File: src/rtl/lsbwd_pkg.sv
/*
  Shared constants and types for the mode and window watchdog block.
  Assumes a 20 MHz system clock and a 51 kilo-ohm watchdog timing resistor.
*/
package lsbwd_pkg;

  // ********************************************************
  // Timing
  // ********************************************************
  localparam int CLK_PERIOD_NS = 50;
  localparam int WDT_RES_KOHM = 51;
  // Oscillator period in ns: 405*R - 0.4*R*R, R in kilo-ohms.
  localparam int WDT_OSC_PERIOD_NS = 405 * WDT_RES_KOHM - (4 * WDT_RES_KOHM * WDT_RES_KOHM) / 10;
  localparam int WDT_OSC_CYC = WDT_OSC_PERIOD_NS / CLK_PERIOD_NS;
  localparam int LEAD_TIME_MS = 155;
  localparam int LEAD_OSC = int'((longint'(LEAD_TIME_MS) * 64'd1000000) / WDT_OSC_PERIOD_NS);
  localparam int CLOSED_OSC = 527;
  localparam int OPEN_OSC = 490;
  localparam int RSTPULSE_OSC = 200;
  localparam int DOM_TIMEOUT_US = 10000;
  localparam int DOM_CYC = (DOM_TIMEOUT_US * 1000 + CLK_PERIOD_NS - 1) / CLK_PERIOD_NS;

  // ********************************************************
  // Register map
  // ********************************************************
  localparam logic [7:0] REG_STATUS = 8'h00;
  localparam logic [7:0] REG_CTRL = 8'h04;
  localparam logic [7:0] REG_IRQ_STATUS = 8'h08;
  localparam logic [7:0] REG_IRQ_CLEAR = 8'h0C;
  localparam logic [7:0] REG_IRQ_ENABLE = 8'h10;
  localparam int STATUS_MODE_LSB = 0;
  localparam int STATUS_WDT_LSB = 4;
  localparam int STATUS_PIN_BIT = 9;
  localparam int STATUS_TXDF_BIT = 10;
  localparam int CTRL_WAKE_BIT = 0;
  localparam int EV_TIMEOUT = 0;
  localparam int EV_EARLY = 1;
  localparam int EV_DOM = 2;
  localparam int EV_W = 3;
  localparam logic [EV_W-1:0] IRQ_RESET = 3'h0;

  // ********************************************************
  // Types
  // ********************************************************
  typedef enum logic [3:0] {
    MODE_FAILSAFE = 4'h1,
    MODE_NORMAL = 4'h2,
    MODE_SILENT = 4'h4,
    MODE_SLEEP = 4'h8
  } lsbwd_mode_t;

  typedef enum logic [4:0] {
    WDT_OFF = 5'h01,
    WDT_LEAD = 5'h02,
    WDT_CLOSED = 5'h04,
    WDT_OPEN = 5'h08,
    WDT_RESET = 5'h10
  } lsbwd_wdt_state_t;

  typedef struct packed {
    logic timeout;
    logic early;
  } lsbwd_wdt_ev_t;

  typedef struct packed {
    lsbwd_wdt_state_t state;
    logic reset_active;
  } lsbwd_wdt_stat_t;

endpackage

File: src/rtl/lsbwd_tick.sv
/*
  Watchdog oscillator model: one tick per oscillator period.
  Assumes the run input drops when the watchdog is halted.
*/
`timescale 1ns/1ps
`default_nettype none

module lsbwd_tick #(
  parameter int unsigned DIV = 392
) (
  input wire logic i_clk,
  input wire logic i_rst_n,
  input wire logic i_run,
  output logic o_tick
);

  localparam int CW = $clog2(DIV + 1);
  localparam logic [CW-1:0] LAST = CW'(DIV - 1);

  logic [CW-1:0] cnt;

  if (DIV < 1) begin : g_bad_div
    $error("lsbwd_tick: DIV must be at least 1");
  end

  // The divider restarts from zero whenever the oscillator is stopped.
  always_ff @(posedge i_clk or negedge i_rst_n) begin
    if (!i_rst_n) begin
      cnt <= '0;
      o_tick <= 1'b0;
    end else if (!i_run) begin
      cnt <= '0;
      o_tick <= 1'b0;
    end else begin
      o_tick <= (cnt == LAST);
      cnt <= (cnt == LAST) ? '0 : cnt + CW'(1);
    end
  end

endmodule

`default_nettype wire

File: src/rtl/lsbwd_wdt.sv
/*
  Window watchdog sequencer counting oscillator ticks.
  Assumes i_trig_fall is a one-cycle pulse per falling trigger edge.
*/
`timescale 1ns/1ps
`default_nettype none

module lsbwd_wdt #(
  parameter int unsigned LEAD_OSC = 7902,
  parameter int unsigned CLOSED_OSC = 527,
  parameter int unsigned OPEN_OSC = 490,
  parameter int unsigned RSTPULSE_OSC = 200,
  parameter int unsigned CW = 16
) (
  input wire logic i_clk,
  input wire logic i_rst_n,
  input wire logic i_run,
  input wire logic i_tick,
  input wire logic i_trig_fall,
  output lsbwd_pkg::lsbwd_wdt_stat_t o_stat,
  output lsbwd_pkg::lsbwd_wdt_ev_t o_ev
);

  lsbwd_pkg::lsbwd_wdt_state_t state;
  logic [CW-1:0] cnt;

  if (LEAD_OSC < 1 || CLOSED_OSC < 1 || OPEN_OSC < 1 || RSTPULSE_OSC < 1
      || LEAD_OSC >= 2 ** CW || CLOSED_OSC >= 2 ** CW || OPEN_OSC >= 2 ** CW
      || RSTPULSE_OSC >= 2 ** CW) begin : g_bad_len
    $error("lsbwd_wdt: interval lengths must be 1 .. 2**CW-1");
  end

  function automatic logic at_end(input logic [CW-1:0] c, input int unsigned len);
    return c == CW'(len - 1);
  endfunction

  assign o_stat.state = state;
  assign o_stat.reset_active = (state == lsbwd_pkg::WDT_RESET);

  always_ff @(posedge i_clk or negedge i_rst_n) begin
    if (!i_rst_n) begin
      state <= lsbwd_pkg::WDT_OFF;
      cnt <= '0;
      o_ev <= '0;
    end else begin
      o_ev <= '0;
      if (!i_run) begin
        state <= lsbwd_pkg::WDT_OFF;
        cnt <= '0;
      end else begin
        case (state)
          lsbwd_pkg::WDT_OFF: begin
            state <= lsbwd_pkg::WDT_LEAD;
            cnt <= '0;
          end
          lsbwd_pkg::WDT_LEAD: begin
            if (i_trig_fall) begin
              state <= lsbwd_pkg::WDT_CLOSED;
              cnt <= '0;
            end else if (i_tick) begin
              if (at_end(cnt, LEAD_OSC)) begin
                state <= lsbwd_pkg::WDT_RESET;
                cnt <= '0;
                o_ev.timeout <= 1'b1;
              end else begin
                cnt <= cnt + CW'(1);
              end
            end
          end
          lsbwd_pkg::WDT_CLOSED: begin
            if (i_trig_fall) begin
              state <= lsbwd_pkg::WDT_RESET;
              cnt <= '0;
              o_ev.early <= 1'b1;
            end else if (i_tick) begin
              if (at_end(cnt, CLOSED_OSC)) begin
                state <= lsbwd_pkg::WDT_OPEN;
                cnt <= '0;
              end else begin
                cnt <= cnt + CW'(1);
              end
            end
          end
          lsbwd_pkg::WDT_OPEN: begin
            if (i_trig_fall) begin
              state <= lsbwd_pkg::WDT_CLOSED;
              cnt <= '0;
            end else if (i_tick) begin
              if (at_end(cnt, OPEN_OSC)) begin
                state <= lsbwd_pkg::WDT_RESET;
                cnt <= '0;
                o_ev.timeout <= 1'b1;
              end else begin
                cnt <= cnt + CW'(1);
              end
            end
          end
          lsbwd_pkg::WDT_RESET: begin
            if (i_tick) begin
              if (at_end(cnt, RSTPULSE_OSC)) begin
                state <= lsbwd_pkg::WDT_LEAD;
                cnt <= '0;
              end else begin
                cnt <= cnt + CW'(1);
              end
            end
          end
          default: begin
            state <= lsbwd_pkg::WDT_OFF;
            cnt <= '0;
          end
        endcase
      end
    end
  end

endmodule

`default_nettype wire

File: src/rtl/lsbwd_top.sv
/*
  Operating mode, window watchdog and transceiver gating of a LIN basis chip,
  with an Avalon-MM register slave and one level interrupt.
  Assumes all pin inputs are synchronous to I_MCLK; open-drain pins are
  resolved outside from their output enables, with pull-ups outside too.
*/
// Register access over Avalon-MM and the placing of the registers were chosen for this implementation.
// What this block does
// - At power-up the chip sits in fail-safe mode before any command.
// - Enable pin high moves fail-safe mode to normal mode unless a watchdog reset is active.
// - Only a falling trigger edge counts as a watchdog trigger.
// - No trigger in the open window drives the reset pin low.
// - Watchdog is halted in silent and sleep modes.
// - No trigger after start gives a reset when lead time ends.
// - All watchdog intervals count watchdog oscillator periods.
// - Oscillator period derives from the timing resistor; it is a parameter.
// - Triggers in the closed window are errors and cause a reset.
// - Unconnected trigger reads high and never yields a false edge.
// - Transceiver path works only in normal mode.
// - Normal mode copies transmit data to bus and bus to receive output.
// - Transmit high leaves bus recessive; low drives it dominant.
// - Transmit held low past the timeout is forced high internally.
`timescale 1ns/1ps
`default_nettype none

module lsbwd_top #(
  parameter int unsigned WDT_OSC_CYC = lsbwd_pkg::WDT_OSC_CYC,
  parameter int unsigned LEAD_OSC = lsbwd_pkg::LEAD_OSC,
  parameter int unsigned CLOSED_OSC = lsbwd_pkg::CLOSED_OSC,
  parameter int unsigned OPEN_OSC = lsbwd_pkg::OPEN_OSC,
  parameter int unsigned RSTPULSE_OSC = lsbwd_pkg::RSTPULSE_OSC,
  parameter int unsigned DOM_CYC = lsbwd_pkg::DOM_CYC
) (
  input wire logic I_MCLK,
  input wire logic I_RSTN,
  input wire logic [7:0] I_AVS_ADDRESS,
  input wire logic I_AVS_READ,
  input wire logic I_AVS_WRITE,
  input wire logic [31:0] I_AVS_WRITEDATA,
  input wire logic [3:0] I_AVS_BYTEENABLE,
  output logic [31:0] O_AVS_READDATA,
  output logic O_AVS_WAITREQUEST,
  output logic O_IRQ,
  input wire logic I_ENABLE,
  input wire logic I_WATCHDOG_TRIGGER_N,
  input wire logic I_RESET_OUT_N,
  output logic O_RESET_OUT_N,
  output logic O_RESET_OUT_N_OE,
  input wire logic I_TXD,
  output logic O_RXD,
  input wire logic I_LIN,
  output logic O_LIN,
  output logic O_LIN_OE
);

  localparam int DW = $clog2(DOM_CYC + 1);
  localparam logic [DW-1:0] DOM_LAST = DW'(DOM_CYC - 1);

  if (DOM_CYC < 1) begin : g_bad_dom
    $error("lsbwd_top: DOM_CYC must be at least 1");
  end

  // ********************************************************
  // Declarations
  // ********************************************************
  lsbwd_pkg::lsbwd_mode_t mode;
  lsbwd_pkg::lsbwd_mode_t next_mode;
  lsbwd_pkg::lsbwd_wdt_stat_t wdt_stat;
  lsbwd_pkg::lsbwd_wdt_ev_t wdt_ev;
  logic wdt_run;
  logic osc_tick;
  logic last_trig;
  logic trig_fall;
  logic wake_req;
  logic [DW-1:0] dom_cnt;
  logic txd_forced;
  logic dom_ev;
  logic [lsbwd_pkg::EV_W-1:0] irq_status;
  logic [lsbwd_pkg::EV_W-1:0] next_irq_status;
  logic [lsbwd_pkg::EV_W-1:0] irq_enable;
  logic [lsbwd_pkg::EV_W-1:0] events;
  logic bus_req;
  logic wr_go;
  logic rd_go;
  logic [31:0] rd_mux;

  function automatic logic is_reg(input logic [7:0] a, input logic [7:0] off);
    return a == off;
  endfunction

  // ********************************************************
  // Trigger edge detection
  // ********************************************************
  // idle level high
  always_ff @(posedge I_MCLK or negedge I_RSTN) begin
    if (!I_RSTN) begin
      last_trig <= 1'b1;
    end else begin
      last_trig <= I_WATCHDOG_TRIGGER_N;
    end
  end

  assign trig_fall = last_trig & ~I_WATCHDOG_TRIGGER_N;

  // ********************************************************
  // Mode sequencer
  // ********************************************************
  always_comb begin
    next_mode = mode;
    case (mode)
      lsbwd_pkg::MODE_FAILSAFE: begin
        if (I_ENABLE && !wdt_stat.reset_active) begin
          next_mode = lsbwd_pkg::MODE_NORMAL;
        end
      end
      lsbwd_pkg::MODE_NORMAL: begin
        if (wdt_stat.reset_active) begin
          next_mode = lsbwd_pkg::MODE_FAILSAFE;
        end else if (!I_ENABLE) begin
          next_mode = I_TXD ? lsbwd_pkg::MODE_SLEEP : lsbwd_pkg::MODE_SILENT;
        end
      end
      lsbwd_pkg::MODE_SILENT, lsbwd_pkg::MODE_SLEEP: begin
        if (wake_req) begin
          next_mode = lsbwd_pkg::MODE_FAILSAFE;
        end
      end
      default: begin
        next_mode = lsbwd_pkg::MODE_FAILSAFE;
      end
    endcase
  end

  always_ff @(posedge I_MCLK or negedge I_RSTN) begin
    if (!I_RSTN) begin
      mode <= lsbwd_pkg::MODE_FAILSAFE;
    end else begin
      mode <= next_mode;
    end
  end

  assign wdt_run = (mode == lsbwd_pkg::MODE_FAILSAFE) || (mode == lsbwd_pkg::MODE_NORMAL);

  // ********************************************************
  // Watchdog
  // ********************************************************
  lsbwd_tick #(
    .DIV(WDT_OSC_CYC)
  ) u_tick (
    .i_clk(I_MCLK),
    .i_rst_n(I_RSTN),
    .i_run(wdt_run),
    .o_tick(osc_tick)
  );

  lsbwd_wdt #(
    .LEAD_OSC(LEAD_OSC),
    .CLOSED_OSC(CLOSED_OSC),
    .OPEN_OSC(OPEN_OSC),
    .RSTPULSE_OSC(RSTPULSE_OSC),
    .CW(16)
  ) u_wdt (
    .i_clk(I_MCLK),
    .i_rst_n(I_RSTN),
    .i_run(wdt_run),
    .i_tick(osc_tick),
    .i_trig_fall(trig_fall),
    .o_stat(wdt_stat),
    .o_ev(wdt_ev)
  );

  always_ff @(posedge I_MCLK or negedge I_RSTN) begin
    if (!I_RSTN) begin
      O_RESET_OUT_N <= 1'b0;
      O_RESET_OUT_N_OE <= 1'b0;
    end else begin
      O_RESET_OUT_N <= 1'b0;
      O_RESET_OUT_N_OE <= wdt_stat.reset_active;
    end
  end

  // ********************************************************
  // Transceiver
  // ********************************************************
  // The timer keeps the bus free even if the transmit line is stuck low;
  // the force holds until the transmit input returns high or the mode leaves normal mode.
  // dominant timeout
  always_ff @(posedge I_MCLK or negedge I_RSTN) begin
    if (!I_RSTN) begin
      dom_cnt <= '0;
      txd_forced <= 1'b0;
      dom_ev <= 1'b0;
    end else begin
      dom_ev <= 1'b0;
      if (I_TXD || mode != lsbwd_pkg::MODE_NORMAL) begin
        dom_cnt <= '0;
        txd_forced <= 1'b0;
      end else if (!txd_forced) begin
        if (dom_cnt == DOM_LAST) begin
          txd_forced <= 1'b1;
          dom_ev <= 1'b1;
        end else begin
          dom_cnt <= dom_cnt + DW'(1);
        end
      end
    end
  end

  always_ff @(posedge I_MCLK or negedge I_RSTN) begin
    if (!I_RSTN) begin
      O_LIN <= 1'b0;
      O_LIN_OE <= 1'b0;
      O_RXD <= 1'b1;
    end else begin
      O_LIN <= 1'b0;
      O_LIN_OE <= (next_mode == lsbwd_pkg::MODE_NORMAL) && !I_TXD && !txd_forced;
      O_RXD <= (mode == lsbwd_pkg::MODE_NORMAL) ? I_LIN : 1'b1;
    end
  end

  // ********************************************************
  // Avalon-MM slave
  // ********************************************************
  assign bus_req = I_AVS_READ | I_AVS_WRITE;
  assign wr_go = I_AVS_WRITE & ~O_AVS_WAITREQUEST;
  assign rd_go = bus_req & O_AVS_WAITREQUEST;

  always_comb begin
    rd_mux = 32'h0000_0000;
    if (is_reg(I_AVS_ADDRESS, lsbwd_pkg::REG_STATUS)) begin
      rd_mux[lsbwd_pkg::STATUS_MODE_LSB +: 4] = mode;
      rd_mux[lsbwd_pkg::STATUS_WDT_LSB +: 5] = wdt_stat.state;
      rd_mux[lsbwd_pkg::STATUS_PIN_BIT] = I_RESET_OUT_N;
      rd_mux[lsbwd_pkg::STATUS_TXDF_BIT] = txd_forced;
    end else if (is_reg(I_AVS_ADDRESS, lsbwd_pkg::REG_IRQ_STATUS)) begin
      rd_mux[lsbwd_pkg::EV_W-1:0] = irq_status;
    end else if (is_reg(I_AVS_ADDRESS, lsbwd_pkg::REG_IRQ_ENABLE)) begin
      rd_mux[lsbwd_pkg::EV_W-1:0] = irq_enable;
    end
  end

  // One wait state: the answer edge is the second edge of every request.
  always_ff @(posedge I_MCLK or negedge I_RSTN) begin
    if (!I_RSTN) begin
      O_AVS_WAITREQUEST <= 1'b1;
      O_AVS_READDATA <= 32'h0000_0000;
    end else begin
      O_AVS_WAITREQUEST <= ~rd_go;
      if (rd_go && I_AVS_READ) begin
        O_AVS_READDATA <= rd_mux;
      end
    end
  end

  assign wake_req = wr_go && I_AVS_BYTEENABLE[0]
    && is_reg(I_AVS_ADDRESS, lsbwd_pkg::REG_CTRL)
    && I_AVS_WRITEDATA[lsbwd_pkg::CTRL_WAKE_BIT];

  always_ff @(posedge I_MCLK or negedge I_RSTN) begin
    if (!I_RSTN) begin
      irq_enable <= lsbwd_pkg::IRQ_RESET;
    end else if (wr_go && I_AVS_BYTEENABLE[0]
                 && is_reg(I_AVS_ADDRESS, lsbwd_pkg::REG_IRQ_ENABLE)) begin
      irq_enable <= I_AVS_WRITEDATA[lsbwd_pkg::EV_W-1:0];
    end
  end

  // ********************************************************
  // Interrupts
  // ********************************************************
  always_comb begin
    events = '0;
    events[lsbwd_pkg::EV_TIMEOUT] = wdt_ev.timeout;
    events[lsbwd_pkg::EV_EARLY] = wdt_ev.early;
    events[lsbwd_pkg::EV_DOM] = dom_ev;
    next_irq_status = irq_status;
    if (wr_go && I_AVS_BYTEENABLE[0] && is_reg(I_AVS_ADDRESS, lsbwd_pkg::REG_IRQ_CLEAR)) begin
      next_irq_status = irq_status & ~I_AVS_WRITEDATA[lsbwd_pkg::EV_W-1:0];
    end
    // A new event outranks a clear arriving in the same cycle.
    next_irq_status = next_irq_status | events;
  end

  always_ff @(posedge I_MCLK or negedge I_RSTN) begin
    if (!I_RSTN) begin
      irq_status <= lsbwd_pkg::IRQ_RESET;
      O_IRQ <= 1'b0;
    end else begin
      irq_status <= next_irq_status;
      O_IRQ <= |(next_irq_status & irq_enable);
    end
  end

endmodule

`default_nettype wire

File: config.mk
export PLATFORM = sky130hd
export DESIGN_NAME = lsbwd_top
export DESIGN_NICKNAME = d
export VERILOG_FILES = /design/src/rtl/lsbwd_pkg.sv /design/src/rtl/lsbwd_tick.sv /design/src/rtl/lsbwd_wdt.sv /design/src/rtl/lsbwd_top.sv
export SDC_FILE = /design/constraint.sdc
export NUM_CORES = 1
export LEC_CHECK = 0
export BUFFER_PORTS_ARGS = -buffer_cell sky130_fd_sc_hd__buf_2
export CORE_ASPECT_RATIO = 0.7
export CORE_MARGIN = 2
export CORE_UTILIZATION = 49
export DETAILED_ROUTE_END_ITERATION = 16
export PLACE_DENSITY = 0.76
export SLEW_MARGIN = 30
export SYNTH_ARGS = -nofsm -noshare
export SYNTH_HDL_FRONTEND = slang
export SYNTH_SLANG_ARGS = --single-unit
File: constraint.sdc
create_clock -name I_MCLK -period 2.49 [get_ports I_MCLK]
set_input_delay 0.498 -clock I_MCLK [delete_from_list [all_inputs] [get_ports I_MCLK]]
set_output_delay 0.498 -clock I_MCLK [all_outputs]
set_load 0.05 [all_outputs]
Yosys cells after proc, flatten, opt, wreduce, memory -nomap -nowiden --
Index checks and enable logic that the tools add are counted.
Word-level totals: register bits 80, bits of input ports 53, output and inout bits 39, word-level logic and storage cells 143
Cells by class: add/subtract/negate cells 3, eq/ne operators 31, multiplexer cells 59, bitwise operators 11, reductions and logical operators 20
Operators with widths (count):
- 16-bit two-way mux | 12
- 16-bit one-hot mux with 4 select lines | 1
- 5-bit two-way mux | 12
- 18-bit two-way mux | 3
- 5-bit one-hot mux with 5 select lines | 1
- 4-bit two-way mux | 5
- 18-bit by 1-bit adder with 18-bit output (second input constant) | 1
- 18-bit equality test (second input constant) | 1
- 9-bit two-way mux | 2
- 16-bit by 1-bit adder with 16-bit output (second input constant) | 1
- 16-bit by 10-bit equality test with 1-bit output (second input constant) | 1
- 16-bit by 13-bit equality test with 1-bit output (second input constant) | 1
- 16-bit by 8-bit equality test with 1-bit output (second input constant) | 1
- 16-bit by 9-bit equality test with 1-bit output (second input constant) | 1
- 8-bit by 4-bit equality test with 1-bit output (second input constant) | 2
- 1-bit two-way mux | 15
- 3-bit two-way mux | 4
- 4-bit by 3-bit inequality test with 1-bit output (second input constant) | 3
- 4-bit inequality test (second input constant) | 3
- 4-bit one-hot mux with 3 select lines | 1
- 9-bit by 1-bit adder with 9-bit output (second input constant) | 1
- 9-bit equality test (second input constant) | 1
- 1-bit logical AND | 9
- 4-bit by 2-bit equality test with 1-bit output (second input constant) | 2
- 32 further kinds | 40

Logic depth before layout (Yosys ltp) --
depth in word-level cells 10, depth in mapped cells 9, depth with buffers taken out 8

Cells and area by module --
Synthesis repeated with hierarchy kept, for this count alone.
Unflattened totals: cell total of the unflattened synthesis 443, area, all modules 4408.0 um2
By module, submodules not included:
- lsbwd_top | instances 1, cells each 231, area each 2406.1 um2, seq. area each 1181.1 um2
- lsbwd_wdt | instances 1, cells each 168, area each 1529.0 um2, seq. area each 576.8 um2
- lsbwd_tick | instances 1, cells each 44, area each 473.0 um2, seq. area each 250.2 um2

Least setup slack after synthesis --
Ideal clock, no wire load.
kind flip-flop to flip-flop, from reg u_wdt.cnt[13], to reg u_wdt.state[1], library setup time 0.077 ns, arrival time 2.435 ns, data required time 2.413 ns, slack -0.022 ns, stages on the path, launching flop included 7, buffers on the path 0, clock period less this slack 2.512 ns, path through dfrtp_1 or4_4 nor4_4 nor3b_1 or4_4 or4_1 a21oi_1
On the way: word-level cells in the longest chain between the ends 3, elaborated cells on any way between the ends 9, those cells by class eq/ne (8); reduce/logical (1)
RTL lines:
- from (decl) | line lsbwd_wdt.sv:25 | logic [CW-1:0] cnt;
- from (signal assigned) | line lsbwd_wdt.sv:66 | cnt <= cnt + CW'(1);
- from (signal assigned) | line lsbwd_wdt.sv:80 | cnt <= cnt + CW'(1);
- from (signal assigned) | line lsbwd_wdt.sv:94 | cnt <= cnt + CW'(1);
- 16-bit by 9-bit equality test with 1-bit output, or another cell as far along | line lsbwd_wdt.sv:34 | return c == CW'(len - 1);
- 4-bit by 3-bit inequality test with 1-bit output (no source line) or 3-bit by 2-bit inequality test with 1-bit output (tied branches)
- 8-bit AND reduction (no source line) (*)
- to (signal assigned) | line lsbwd_wdt.sv:42 | state <= lsbwd_pkg::WDT_OFF;
- to (signal assigned) | line lsbwd_wdt.sv:48 | state <= lsbwd_pkg::WDT_OFF;
- to (signal assigned) | line lsbwd_wdt.sv:53 | state <= lsbwd_pkg::WDT_LEAD;
- to (decl) | line lsbwd_wdt.sv:24 | lsbwd_pkg::lsbwd_wdt_state_t state;
Mark *: on every way between the ends. The rest lies on a longest branch, timed or not. A chain may end at the register's enable or synchronous reset.

Worst setup path in the final report --
from reg u_wdt.cnt[9], to reg u_wdt.state[1]
Same word-level chain as after synthesis.

==> flow_summary.ini <==
[timing]
rsz0062_at_grt = true
maxSlewViolCount = 0
slew_headroom_pct = 57.1
setup_tns_ns = -0.264
finalCritPeriodShare_pct = 102
hold_violations = 0
setup_ws_ns = -0.0483
fin_crit_ns = 2.54
setup_viol = 11
max_freq_mhz = 394
clock_skew_ns = 0.00533
worst_pin_slew_ns = 0.639

[power]
p_seq_share_pct = 40.9
p_leak_nw = 2.36
p_comb_share_pct = 21.1
internal_power_mw = 2.56
ir_drop_v = 0.000573
total_power_mw = 3.69
powerDensity_nw_per_um2 = 713
switchingPower_mw = 1.13
swShare_pct = 30.7
p_clk_share_pct = 38.0

[clock_tree]
clk-insertion-delay-late_ns = 0.34
path_clk_slew_ns = 0.06
cts_tree = done
cts_htree_levels = 3
cts_root_buffer = clkbuf_16
cts_inserted_buffers = 9
cts_sinks = 80
clockBufferDepth = 2

[run_status]
violations = negative setup slack
status = complete, but fails checks

[logic_synthesis]
syn_area_per_cell_um2 = 9.73
synthCells = 441
synth.largest_area_cell = dfrtp_1
ys_top_cells_by_area = dfrtp_1 44%, nor2_1 4.4%, xor2_1 4.1%
ys.flop_type = dfrtp_1
yosysUniqueCellTypes = 60
yosysSeqAreaShare_pct = 46.8
ys_ff_latch = 80
synth_top_area_share_pct = 43.8
synth_edf_count = 0
syn_area_um2 = 4290
yosys_warnings = 0
synthArstFlopShare_pct = 100

[setup_path]
start_kind = register
crit_path_max_fanout = 2
critPathArrivalTime_ns = 2.81
end_kind = register
crit_start = u_wdt.cnt[9]$_DFFE_PN0P_
crit_type = reg -> reg
required_ns = 2.76
rr_startpoint = u_wdt.cnt[9]$_DFFE_PN0P_

[placed_design]
placedCellCount = 613
place_ws_ns = -0.110
dpl-instance-area_um2 = 4710
place_hpwl_um = 6800
port_buffers = 36
place.gp.congestion = 0.829

[die]
die_w_um = 116
dieArea_um2 = 9530
die_h_um = 82.3
initial_utilization_pct = 50.6
rows = 28
io_pins = 92
core_um2 = 8480

[finish]
most-common-layout-cells = 75 x dfrtp_1, 50 x nor2_1, 36 x nand2_1
final_common_cell = dfrtp_1
drive_above_1_share_pct = 24.9
area_growth_pct = 20.8
stdcell_area_um2 = 5180
fill_cells = 698
nNetsFinal = 564
final_cell_count_no_fill = 631
antenna_cells = 0

[grt]
gr-usage-all-layers_pct = 21.0
grt_pass1_vias = 3213
grt_antenna_before_repair = 0
grt_max_degree = 46
grt_pass1_wl_um = 15500
grt_overflow = 0

[route]
avgRoutedWirePerCell_um = 15.7
route.detailed.drc = 0
routed_wl_um = 9900
drt_iter0_markers = 193
vias_per_cell = 5.60
ant_nets = 0
drt_first_pass_iters = 5
num_vias = 3535

[hold_path]
hold_class = in -> async

[flow_run]
cap_violations = 0
-- cell families (layout without fill, tap and decap cells) --
logic type | count (synthesis) | count (layout) | share of synthesized area [%]
AOI/OAI and AO/OA | 70 | 70 | 11.7
and+or+nand+nor | 202 | 202 | 25.3
adders and majority gates | 5 | 5 | 1.46
DFF | 80 | 80 | 46.8
muxes | 7 | 7 | 1.72
xor gates and xnor gates | 28 | 28 | 5.72
buffers and inverters | 48 | 96 | 7.21
other | 1 | 23 | 0.0874
-- flip-flops by register name (all words and copies together) (netlist names) --
name               count
irq_status             3
irq_enable             3
O_LIN_OE               1
u_wdt.state            5
txd_forced             1
dom_cnt               18
O_RXD                  1
u_tick.o_tick          1
u_tick.cnt             9
mode                   4
u_wdt.o_ev             2
O_RESET_OUT_N_OE       1
dom_ev                 1
O_IRQ                  1
O_AVS_READDATA        11
O_AVS_WAITREQUEST      1
last_trig              1
u_wdt.cnt             16
-- cell type report --
| class | instances | area [µm²] | area share [%] |
|---|---|---|---|
| clock buffers | 14 | 284 | 5.48 |
| clock inverters | 2 | 35.0 | 0.676 |
| inverters | 9 | 33.8 | 0.652 |
| multi-input cells | 335 | 2170 | 42.0 |
| flip-flops and latches | 80 | 2010 | 38.8 |
| well taps | 120 | 150 | 2.90 |
| repair buffers | 71 | 495 | 9.56 |
-- synthesized netlist by cell type, drive strengths merged (2+ instances only) --
cell type  count
nand3b         3
a21oi         11
nor4           6
mux2           3
or4            6
a32o           2
o21a           2
or2            4
o31ai          6
dfstp          5
clkbuf        12
a22o           8
nor2          50
nand2b         4
nand4b         3
a31oi          2
nor4b          3
ha             5
nand2         36
nand4         11
o21ai         13
and2           3
o211ai         2
or4b           3
nand3         34
nor3           7
xor2          20
inv            9
mux2i          4
o311ai         9
o22ai          3
xnor2          8
buf           27
nor2b          3
and4           2
dfrtp         75
or3            6
and3          15
a22oi          4
a21o           3
-- power groups by stage --
stage          Sequential [mW]  Clock [mW]  Combinational, mW
6_report                  1.51        1.40              0.780
5_1_grt                   1.53        1.47              0.853
4_1_cts                   1.51        1.42              0.742
3_5_place_dp              1.53           0              0.737
3_3_place_gp              1.52           0              0.711
2_1_floorplan             1.50           0              0.593
-- metrics by stage --
step / hold WS (ns) / util, %
2_1_floorplan: 0.202 / -
3_3_place_gp: 0.447 / 55.6
3_5_place_dp: 0.453 / 55.6
4_1_cts: 0.129 / 59.5
5_1_grt: 0.145 / 61.1
6_report: 0.111 / 61.1
-- worst paths after layout --
| path | to | slack, ns | cells after the start |
|---|---|---|---|
| worst max-delay path | u_wdt.state[1]$_DFFE_PN0P_ | -0.05 | 6 |
| worst min-delay path | u_wdt.cnt[11]$_DFFE_PN0P_ | 0.11 | 1 |
| worst max register to register | u_wdt.state[1]$_DFFE_PN0P_ | -0.05 | 6 |
| worst min register to register | irq_status[0]$_DFF_PN0_ | 0.46 | 1 |
| max in group asynchronous | O_RXD$_DFF_PN1_ | 1.72 | 2 |
| min in group I_MCLK | last_trig$_DFF_PN1_ | 0.27 | 1 |
-- critical path: stages, from the launching register on --
cell     delay, ns
dfrtp_1       0.39
or4_4         0.59
nor4_4        0.31
nor2_1        0.09
or4_4         0.53
or4_4         0.43
a21oi_2       0.12
-- repair_timing --
| item | in CTS | in global routing |
|---|---|---|
| gates cloned | 0 | 1 |
| setup endpoints to repair | 2 | 27 |
| setup buffers | 0 | 1 |
| pin swaps | 6 | 3 |
| hold buffers | 0 | 0 |
| gates resized for setup | 2 | 27 |
| hold endpoints to repair | 0 | 0 |
-- metal layers --
| layer | vias up | track usage [%] | share of wire (%) |
|---|---|---|---|
| met5 | - | 0 | 0 |
| met4 | 0 | 6.19 | 1.4 |
| met3 | 14 | 5.40 | 5.4 |
| met2 | 96 | 32.7 | 46 |
| met1 | 1743 | 29.1 | 47 |
| li1 | 1682 | - | - |
No activity file was read; power rests on OpenSTA's default activity.
